File: config.mk
export PLATFORM = sky130hd
export DESIGN_NAME = uom_out_ep
export DESIGN_NICKNAME = d
export VERILOG_FILES = /design/src/uom_pkg.sv /design/src/uom_fifo.sv /design/src/uom_out_ep.sv
export VERILOG_INCLUDE_DIRS = /design/src
export SDC_FILE = /design/constraint.sdc
export NUM_CORES = 1
export LEC_CHECK = 0
export BUFFER_PORTS_ARGS = -buffer_cell sky130_fd_sc_hd__buf_2
export CAP_MARGIN = 20
export CORE_MARGIN = 4
export CORE_UTILIZATION = 62
export CTS_CLUSTER_SIZE = 30
export DETAILED_ROUTE_END_ITERATION = 8
export PLACE_DENSITY_LB_ADDON = 0.12
export SETUP_SLACK_MARGIN = 0.2
export SLEW_MARGIN = 40
export SYNTH_ARGS = -nofsm -noshare
export SYNTH_HDL_FRONTEND = slang
export SYNTH_HIERARCHICAL = 1
export SYNTH_SLANG_ARGS = --single-unit
File: constraint.sdc
create_clock -name clk -period 6.4 [get_ports clk]
set_clock_uncertainty 0.15 [all_clocks]
set_input_delay 1.92 -clock clk [delete_from_list [all_inputs] [get_ports clk]]
set_output_delay 1.92 -clock clk [all_outputs]
set_load 0.03 [all_outputs]
File: src/uom_map.svh
// Register indices, field positions and sizes of the OUT endpoint block.
// Byte address of a register is four times its index on a 32-bit bus.
`ifndef UOM_MAP_SVH
`define UOM_MAP_SVH
`define UOM_IDX_CSRL 6'h14
`define UOM_IDX_CFG 6'h15
`define UOM_IDX_CNTL 6'h16
`define UOM_IDX_CNTH 6'h17
`define UOM_IDX_EPSEL 6'h0E
`define UOM_IDX_DATA 6'h20
`define UOM_B_CLR_TOG 7
`define UOM_B_STL_SENT 6
`define UOM_B_SEND_STL 5
`define UOM_B_FLUSH 4
`define UOM_B_DERR 3
`define UOM_B_OVR 2
`define UOM_B_FULL 1
`define UOM_B_RDY 0
`define UOM_B_DBUF 7
`define UOM_B_ISO 6
`define UOM_EP_N 3
`define UOM_FIFO_W 8
`define UOM_FIFO_D 32
`define UOM_CNT_W 10
`endif

File: src/uom_pkg.sv
// Types shared by the OUT endpoint block.
// Assumes nothing of its surroundings.
package uom_pkg;
   typedef enum logic [1:0] {
      RX_IDLE = 2'b00,
      RX_DATA = 2'b01,
      RX_DROP = 2'b10
   } uom_rx_e;
   typedef enum logic [1:0] {
      HS_ACK = 2'b01,
      HS_NAK = 2'b10,
      HS_STALL = 2'b11
   } uom_hs_e;
endpackage
File: src/uom_fifo.sv
// Byte FIFO with valid and ready on both sides.
// Assumes one clock and a synchronous active-high reset.
`timescale 1ns/1ps
module uom_fifo #(
   parameter int W = 8,
   parameter int D = 32
) (
   input wire logic clk,
   input wire logic sys_rst,
   input wire logic in_valid,
   input wire logic [W-1:0] in_data,
   output logic in_ready,
   output logic out_valid,
   output logic [W-1:0] out_data,
   input wire logic out_ready
);
   localparam int AW = $clog2(D);
   logic [W-1:0] mem [D];
   logic [AW:0] wp_reg;
   logic [AW:0] rp_reg;
   wire [AW:0] used = wp_reg - rp_reg;
   wire do_in = in_valid & in_ready;
   wire do_out = out_valid & out_ready;
   assign in_ready = used != (AW + 1)'(D);
   assign out_valid = used != '0;
   assign out_data = mem[rp_reg[AW-1:0]];
   always_ff @(posedge clk) begin
      if (do_in) begin
         mem[wp_reg[AW-1:0]] <= in_data;
      end
   end
   always_ff @(posedge clk) begin
      if (sys_rst) begin
         wp_reg <= '0;
         rp_reg <= '0;
      end else begin
         wp_reg <= wp_reg + (AW + 1)'(do_in);
         rp_reg <= rp_reg + (AW + 1)'(do_out);
      end
   end
endmodule

File: src/uom_out_ep.sv
// OUT endpoint control and status for endpoints 1 to 3, registers on AHB-Lite.
// Assumes the link logic gives tokens, bytes and packet ends synchronous to clk.
`timescale 1ns/1ps
`include "uom_map.svh"
module uom_out_ep (
   input wire logic clk,
   input wire logic sys_rst,
   input wire logic hsel,
   input wire logic [31:0] haddr,
   input wire logic [1:0] htrans,
   input wire logic hwrite,
   input wire logic [2:0] hsize,
   input wire logic [31:0] hwdata,
   input wire logic hready,
   output logic hreadyout,
   output logic hresp,
   output logic [31:0] hrdata,
   input wire logic rx_token,
   input wire logic [1:0] rx_ep,
   input wire logic rx_valid,
   input wire logic [7:0] rx_data,
   output logic rx_ready,
   input wire logic rx_end,
   input wire logic rx_crc_err,
   output logic rx_toggle,
   output logic hs_valid,
   output logic [1:0] hs_code,
   output logic [2:0] ep_event
);
   localparam int FL_MAX = 40;

   logic [1:0] idx_reg;
   logic ph_wr_reg;
   logic ph_rd_reg;
   logic rd_done_reg;
   logic [5:0] ph_idx_reg;
   logic [31:0] hrdata_reg;
   uom_pkg::uom_rx_e st_reg;
   logic [1:0] rx_ep_reg;
   logic rx_iso_reg;
   logic rx_nak_reg;
   logic [9:0] rx_cnt_reg;
   logic hs_valid_reg;
   uom_pkg::uom_hs_e hs_code_reg;
   logic fl_busy_reg;
   logic [1:0] fl_ep_reg;
   logic [9:0] fl_left_reg;
   logic send_stall_reg [`UOM_EP_N];
   logic stall_sent_reg [`UOM_EP_N];
   logic ovr_reg [`UOM_EP_N];
   logic rdy_reg [`UOM_EP_N];
   logic dbuf_reg [`UOM_EP_N];
   logic iso_reg [`UOM_EP_N];
   logic tog_reg [`UOM_EP_N];
   logic err0_reg [`UOM_EP_N];
   logic err1_reg [`UOM_EP_N];
   logic ev_reg [`UOM_EP_N];
   logic [1:0] pnum_reg [`UOM_EP_N];
   logic [9:0] cnt0_reg [`UOM_EP_N];
   logic [9:0] cnt1_reg [`UOM_EP_N];
   logic [2:0] full_v;
   logic [2:0] in_rdy;
   logic [2:0] out_vld;
   logic [7:0] out_byte [`UOM_EP_N];

   // Bus decode. Reads take one wait state so a read right after a write sees it.
   wire take = hsel & htrans[1] & hready;
   wire rd_load = ph_rd_reg & ~rd_done_reg;
   wire sel_ok = idx_reg != 2'h0;
   wire [1:0] s = idx_reg - 2'h1;
   wire [7:0] wd = hwdata[7:0];
   wire wr_csrl = ph_wr_reg & sel_ok & (ph_idx_reg == `UOM_IDX_CSRL);
   wire wr_cfg = ph_wr_reg & sel_ok & (ph_idx_reg == `UOM_IDX_CFG);
   wire wr_sel = ph_wr_reg & (ph_idx_reg == `UOM_IDX_EPSEL);
   wire rd_data = rd_load & sel_ok & (ph_idx_reg == `UOM_IDX_DATA);
   assign hreadyout = ~rd_load;
   assign hresp = 1'b0;
   assign hrdata = hrdata_reg;

   // Link side decode.
   wire [1:0] tok = rx_ep - 2'h1;
   wire tok_take = rx_token & (st_reg == uom_pkg::RX_IDLE) & (rx_ep != 2'h0);
   wire tok_stall = send_stall_reg[tok] & ~iso_reg[tok];
   wire tok_busy = full_v[tok] | (fl_busy_reg & (fl_ep_reg == tok));
   wire stall_hit = tok_take & tok_stall;
   wire in_data = st_reg == uom_pkg::RX_DATA;
   wire com = in_data & rx_end;
   wire com_err = rx_crc_err & rx_iso_reg;
   wire drop_end = (st_reg == uom_pkg::RX_DROP) & rx_end & rx_nak_reg;
   wire ovr_hit = drop_end & rx_iso_reg;
   wire byte_in = in_data & rx_valid & in_rdy[rx_ep_reg];
   wire hs_any = stall_hit | ((com | drop_end) & ~rx_iso_reg);
   wire [1:0] hs_next = stall_hit ? uom_pkg::HS_STALL : com ? uom_pkg::HS_ACK : uom_pkg::HS_NAK;
   assign rx_ready = in_data ? in_rdy[rx_ep_reg] : 1'b1;
   assign rx_toggle = tog_reg[rx_ep_reg];
   assign hs_valid = hs_valid_reg;
   assign hs_code = hs_code_reg;
   assign ep_event = {ev_reg[2], ev_reg[1], ev_reg[0]};

   // Flush drains the head packet byte by byte, then retires it.
   wire fl_start = wr_csrl & wd[`UOM_B_FLUSH] & ~fl_busy_reg & (pnum_reg[s] != 2'h0);
   wire fl_byte = fl_busy_reg & (fl_left_reg != 10'h000) & out_vld[fl_ep_reg];
   wire fl_done = fl_busy_reg & (fl_left_reg == 10'h000);

   // Register read view of the selected endpoint.
   wire [7:0] csrl_rd = {1'b0,
      stall_sent_reg[s],
      send_stall_reg[s],
      fl_busy_reg & (fl_ep_reg == s),
      iso_reg[s] & rdy_reg[s] & err0_reg[s],
      ovr_reg[s],
      full_v[s],
      rdy_reg[s]};
   wire [7:0] cfg_rd = {dbuf_reg[s], iso_reg[s], 6'h00};
   wire [7:0] cntl_rd = cnt0_reg[s][7:0];
   wire [7:0] cnth_rd = {6'h00, cnt0_reg[s][9:8]};
   wire [7:0] ep_rd = (ph_idx_reg == `UOM_IDX_CSRL) ? csrl_rd :
      (ph_idx_reg == `UOM_IDX_CFG) ? cfg_rd :
      (ph_idx_reg == `UOM_IDX_CNTL) ? cntl_rd :
      (ph_idx_reg == `UOM_IDX_CNTH) ? cnth_rd :
      (ph_idx_reg == `UOM_IDX_DATA) ? out_byte[s] : 8'h00;
   wire [7:0] rd_byte = (ph_idx_reg == `UOM_IDX_EPSEL) ? {6'h00, idx_reg} :
      sel_ok ? ep_rd : 8'h00;

   always_ff @(posedge clk) begin
      if (sys_rst) begin
         ph_wr_reg <= 1'b0;
         ph_rd_reg <= 1'b0;
         rd_done_reg <= 1'b0;
         ph_idx_reg <= 6'h00;
         idx_reg <= 2'h0;
         hrdata_reg <= 32'h0000_0000;
      end else begin
         if (hready) begin
            ph_wr_reg <= take & hwrite;
            ph_rd_reg <= take & ~hwrite;
            ph_idx_reg <= haddr[7:2];
         end
         rd_done_reg <= rd_load;
         if (wr_sel) begin
            idx_reg <= wd[1:0];
         end
         if (rd_load) begin
            hrdata_reg <= {24'h00_0000, rd_byte};
         end
      end
   end

   always_ff @(posedge clk) begin
      if (sys_rst) begin
         st_reg <= uom_pkg::RX_IDLE;
         rx_ep_reg <= 2'h0;
         rx_iso_reg <= 1'b0;
         rx_nak_reg <= 1'b0;
         rx_cnt_reg <= 10'h000;
         hs_valid_reg <= 1'b0;
         hs_code_reg <= uom_pkg::HS_ACK;
      end else begin
         hs_valid_reg <= hs_any;
         hs_code_reg <= uom_pkg::uom_hs_e'(hs_next);
         if (byte_in) begin
            rx_cnt_reg <= rx_cnt_reg + 10'h001;
         end
         case (st_reg)
            uom_pkg::RX_IDLE: begin
               if (tok_take) begin
                  rx_ep_reg <= tok;
                  rx_iso_reg <= iso_reg[tok];
                  rx_nak_reg <= ~tok_stall & tok_busy;
                  rx_cnt_reg <= 10'h000;
                  st_reg <= (tok_stall | tok_busy) ? uom_pkg::RX_DROP : uom_pkg::RX_DATA;
               end
            end
            uom_pkg::RX_DATA, uom_pkg::RX_DROP: begin
               if (rx_end) begin
                  st_reg <= uom_pkg::RX_IDLE;
               end
            end
            default: begin
               st_reg <= uom_pkg::RX_IDLE;
            end
         endcase
      end
   end

   always_ff @(posedge clk) begin
      if (sys_rst) begin
         fl_busy_reg <= 1'b0;
         fl_ep_reg <= 2'h0;
         fl_left_reg <= 10'h000;
      end else if (fl_start) begin
         fl_busy_reg <= 1'b1;
         fl_ep_reg <= s;
         fl_left_reg <= cnt0_reg[s];
      end else if (fl_done) begin
         fl_busy_reg <= 1'b0;
      end else if (fl_byte) begin
         fl_left_reg <= fl_left_reg - 10'h001;
      end
   end

   for (genvar e = 0; e < `UOM_EP_N; e++) begin : g_ep
      wire [1:0] ei = 2'(e);
      wire is_s = sel_ok & (s == ei);
      wire wr_c = is_s & wr_csrl;
      wire wr_h = is_s & wr_cfg;
      wire fl_here = fl_busy_reg & (fl_ep_reg == ei);
      wire sw_pop = wr_c & ~wd[`UOM_B_RDY] & ~wd[`UOM_B_FLUSH] & rdy_reg[e];
      wire pop = sw_pop | (fl_done & (fl_ep_reg == ei));
      wire push = com & (rx_ep_reg == ei);
      wire [1:0] left = pnum_reg[e] - {1'b0, pop};
      wire rdy_set = ~rdy_reg[e] & (pnum_reg[e] != 2'h0) & ~fl_here;
      wire stl_set = stall_hit & (tok == ei);
      wire ovr_set = ovr_hit & (rx_ep_reg == ei);
      assign full_v[e] = pnum_reg[e] == (dbuf_reg[e] ? 2'h2 : 2'h1);

      always_ff @(posedge clk) begin
         if (sys_rst) begin
            send_stall_reg[e] <= 1'b0;
            stall_sent_reg[e] <= 1'b0;
            ovr_reg[e] <= 1'b0;
            rdy_reg[e] <= 1'b0;
            dbuf_reg[e] <= 1'b0;
            iso_reg[e] <= 1'b0;
            tog_reg[e] <= 1'b0;
            err0_reg[e] <= 1'b0;
            err1_reg[e] <= 1'b0;
            ev_reg[e] <= 1'b0;
            pnum_reg[e] <= 2'h0;
            cnt0_reg[e] <= 10'h000;
            cnt1_reg[e] <= 10'h000;
         end else begin
            pnum_reg[e] <= left + {1'b0, push};
            if (pop | (fl_start & is_s)) begin
               rdy_reg[e] <= 1'b0;
            end else if (rdy_set) begin
               rdy_reg[e] <= 1'b1;
            end
            if (pop) begin
               cnt0_reg[e] <= cnt1_reg[e];
               err0_reg[e] <= err1_reg[e];
            end
            if (push & (left == 2'h0)) begin
               cnt0_reg[e] <= rx_cnt_reg;
               err0_reg[e] <= com_err;
            end
            if (push & (left != 2'h0)) begin
               cnt1_reg[e] <= rx_cnt_reg;
               err1_reg[e] <= com_err;
            end
            stall_sent_reg[e] <= stl_set |
               (stall_sent_reg[e] & ~(wr_c & ~wd[`UOM_B_STL_SENT]));
            ovr_reg[e] <= ovr_set | (ovr_reg[e] & ~(wr_c & ~wd[`UOM_B_OVR]));
            if (wr_c) begin
               send_stall_reg[e] <= wd[`UOM_B_SEND_STL];
            end
            if (wr_c & wd[`UOM_B_CLR_TOG]) begin
               tog_reg[e] <= 1'b0;
            end else if (push) begin
               tog_reg[e] <= ~tog_reg[e];
            end
            if (wr_h) begin
               dbuf_reg[e] <= wd[`UOM_B_DBUF];
               iso_reg[e] <= wd[`UOM_B_ISO];
            end
            ev_reg[e] <= rdy_set | stl_set | ovr_set;
         end
      end

      uom_fifo #(.W(`UOM_FIFO_W), .D(`UOM_FIFO_D)) u_fifo (
         .clk(clk),
         .sys_rst(sys_rst),
         .in_valid(byte_in & (rx_ep_reg == ei)),
         .in_data(rx_data),
         .in_ready(in_rdy[e]),
         .out_valid(out_vld[e]),
         .out_data(out_byte[e]),
         .out_ready((rd_data & is_s) | (fl_byte & fl_here))
      );

   end

   wire tog_s = sel_ok & tog_reg[s];
endmodule

==> flow_summary.json <==
{
  "status": "complete, no violations",
  "grt_pass1_vias": 22782,
  "cts_setup_buffers": 0,
  "drt_drc_violations_left": 0,
  "synth_common_cells": "849 x edfxtp_1, 238 x nand2_1, 230 x mux2i_1, 228 x nor2_1, 107 x nand3_1",
  "synth_area_leader_cell": "edfxtp_1",
  "ctsHoldBuffers": 0,
  "wl_per_cell_um": 24.2,
  "synth-seq-area-share": 0.680,
  "synth-edff-count": 849,
  "nets": 2890,
  "timing_hold_violations_final": 0,
  "drive_gt1_frac": 0.134,
  "gr-total-overflow": 0,
  "synthFlopType": "edfxtp_1",
  "ys_seq_elements": 953,
  "area_growth_pct": 9.71,
  "grtUsageTotal": 0.255,
  "clock.fmax_ghz": 0.175,
  "row_count": 93,
  "crit_path_start": "g_ep[0].u_fifo/rp_reg[2]$_SDFF_PP0_",
  "cts_sinks": 953,
  "h-tree-depth": 3,
  "min_path_type": "register to register",
  "worst_pin_slew_ps": 861,
  "start_util": 0.628,
  "synth_top_area_frac": 0.629,
  "rsz0062_at_grt": "no",
  "setup_viol": 0,
  "timing.rr.start": "g_ep[0].u_fifo/rp_reg[2]$_SDFF_PP0_",
  "cts_tree": "built",
  "clockRootBuffer": "clkbuf_16",
  "gp_congestion": 0.918,
  "pre_cts_slack_ps": 956,
  "maxCapViolations": 0,
  "cp-start-kind": "register",
  "holdPathEnd": "ph_rd_reg$_SDFFE_PP0P_",
  "antenna_found_initial": 0,
  "worst_slack_ps": 686,
  "yosysUniqueCellTypes": 90,
  "max-clock-path-buffers": 3,
  "finalWirelength_mm": 89.4,
  "slew_violations": 0,
  "reg2reg_slack_ps": 1080,
  "placeableCoreArea_mm2": 0.0646,
  "r2r-end": "g_ep[1].u_fifo/mem[21][4]$_DFFE_PP_",
  "drt_iter0_markers": 2427,
  "grt_max_degree": 97,
  "p_leak_nw": 14.4,
  "cp-end-kind": "output port",
  "port_buffers": 49,
  "cts.clk_slew.worst_paths_ps": 60,
  "ios": 130,
  "die_w_um": 264,
  "nFillCells": 4330,
  "viasPerCell": 6.29,
  "final_cells": 3690,
  "ctsResizeCount": 0,
  "worstSetupPathType": "register to output port",
  "slew_headroom": 0.424,
  "clock_latency_ps": 650,
  "syn_area_per_cell_um2": 14.9,
  "timing.setup.tns_ps": 0,
  "ant_nets": 0,
  "die_area_mm2": 0.0696,
  "required_ps": 4330,
  "synth_async_sr_flop_share": 0,
  "worstPathMaxFanout": 34,
  "power_density_mw_per_mm2": 284,
  "synthCells": 2723,
  "reg2reg_depth": 16,
  "peakVddDrop_mv": 0.285,
  "synth_area_leaders": "edfxtp_1 63%, mux2i_1 5.7%, dfxtp_1 5.1%, mux4_2 5.0%, nand2_1 2.2%",
  "largest_reg_flops": 768,
  "grt_pass1_wl_mm": 137,
  "fin_crit_ps": 5710,
  "die_y_um": 264,
  "fin_crit_sh": 0.893,
  "yosysMostFrequentCell": "edfxtp_1",
  "hold_depth": 2,
  "synthesis.area_mm2": 0.0406,
  "place_inst": 3514,
  "vias": 23193,
  "arrival_ps": 3640,
  "hp-start": "ph_rd_reg$_SDFFE_PP0P_",
  "dr.pass1.iters": 5,
  "dp_hpwl_mm": 56.6,
  "yosysWarnings": 6,
  "cts_made_buffers": 94
}
==> stage by stage <==
stage / hold slack [ps] / power (mW) / cell area, um^2 / util
after floorplan: 291 / 7.09 / 40600 / -
after global placement: 307 / 7.22 / 41200 / 0.639
after detailed placement: 308 / 7.23 / 41300 / 0.640
after CTS: 318 / 12.7 / 44400 / 0.688
after global routing: 354 / 13.0 / 44500 / 0.689
final: 319 / 12.6 / 44500 / 0.689
==> layout make-up <==
| class | instances | area [um^2] | area share |
|---|---|---|---|
| clock buffer | 113 | 2450 | 0.0551 |
| inverter | 47 | 176 | 0.00396 |
| timing repair buffer | 80 | 536 | 0.0120 |
| multi-input combinational | 1579 | 12000 | 0.270 |
| antenna | 1 | 2.50 | 0.0000562 |
| tap | 855 | 1070 | 0.0240 |
| sequential | 953 | 27600 | 0.620 |
| clock inverter | 62 | 664 | 0.0149 |
==> per-layer routing <==
layer  part of all wire  up-vias  GRT usage
met5                  0        -          0
met2               0.48      918      0.409
met1               0.41    11655      0.371
met4              0.030        0     0.0784
met3              0.074      177     0.0369
li1                   -    10443          -
==> cell usage in the layout, fill, tap and decap left out, types with 7 or more instances in the layout <==
cell / netlist / final
o22ai_1: 7 / 7
xnor2_1: 27 / 27
a221oi_1: 26 / 26
and3_1: 18 / 18
mux2i_1: 230 / 230
xor2_1: 24 / 24
or3_1: 7 / 7
buf_2: 34 / 40
clkinv_2: 0 / 20
and2_1: 37 / 37
nor3_1: 21 / 17
nor4_1: 8 / 8
clkbuf_16: 0 / 94
a31oi_1: 11 / 11
and3b_1: 8 / 8
a21oi_1: 94 / 94
mux2_2: 8 / 8
clkinv_1: 0 / 17
o21a_1: 7 / 7
edfxtp_1: 849 / 849
nand2b_1: 14 / 14
mux4_2: 90 / 90
dfxtp_1: 104 / 101
nor2_1: 228 / 203
buf_4: 54 / 33
nor3_2: 3 / 7
ha_1: 47 / 47
bufinv_16: 0 / 12
conb_1: 1 / 25
clkbuf_1: 59 / 16
nand4_1: 8 / 8
nor2_2: 1 / 26
nand3_1: 107 / 107
o21ai_0: 13 / 13
nand2_1: 238 / 238
a22o_1: 54 / 54
nor2b_1: 35 / 35
nor3b_1: 20 / 19
inv_1: 42 / 42
a22oi_1: 55 / 55
==> power by group <==
group,total (mW),switching (mW),internal (mW)
Clock,5.53,2.30,3.23
Combinational,0.274,0.218,0.0556
Sequential,6.83,0.0271,6.80
Total,12.6,2.55,10.1
==> critical path: stages, from the launching register on <==
cell and delay [ps]:
dfxtp_1 490, inv_1 200, ha_1 360, o21ai_0 110, a21oi_1 190, a31o_1 190, o211a_1 160, buf_4 360
inv_2 90, mux2i_1 170, a2bb2oi_2 400, nand2_1 90, buf_2 190
==> kinds of logic (layout without fill, tap and decap cells) <==
logic type / count (synthesis) / after routing / synth area share
simple gates: 784 / 784 / 0.0920
mux: 339 / 339 / 0.114
fa+ha+maj: 47 / 47 / 0.0145
buf+inv: 215 / 302 / 0.0284
other cells: 1 / 26 / 0.0000925
compound gates: 333 / 333 / 0.0596
xor+xnor: 51 / 51 / 0.0110
flops: 953 / 953 / 0.680
==> how the worst max path moves through the flow <==
stage | endpoint | slack [ps] | cells past startpoint
after floorplan | rx_ready | 1580 | 12
final | rx_ready | 690 | 12
after global placement | g_ep[1].u_fifo/mem[8][1]$_DFFE_PP_ | 1060 | 15
after global routing | rx_ready | 360 | 12
after CTS | rx_ready | 670 | 12
after detailed placement | g_ep[1].u_fifo/mem[12][2]$_DFFE_PP_ | 960 | 16
Note: power is estimated with default switching activity, not from simulation.
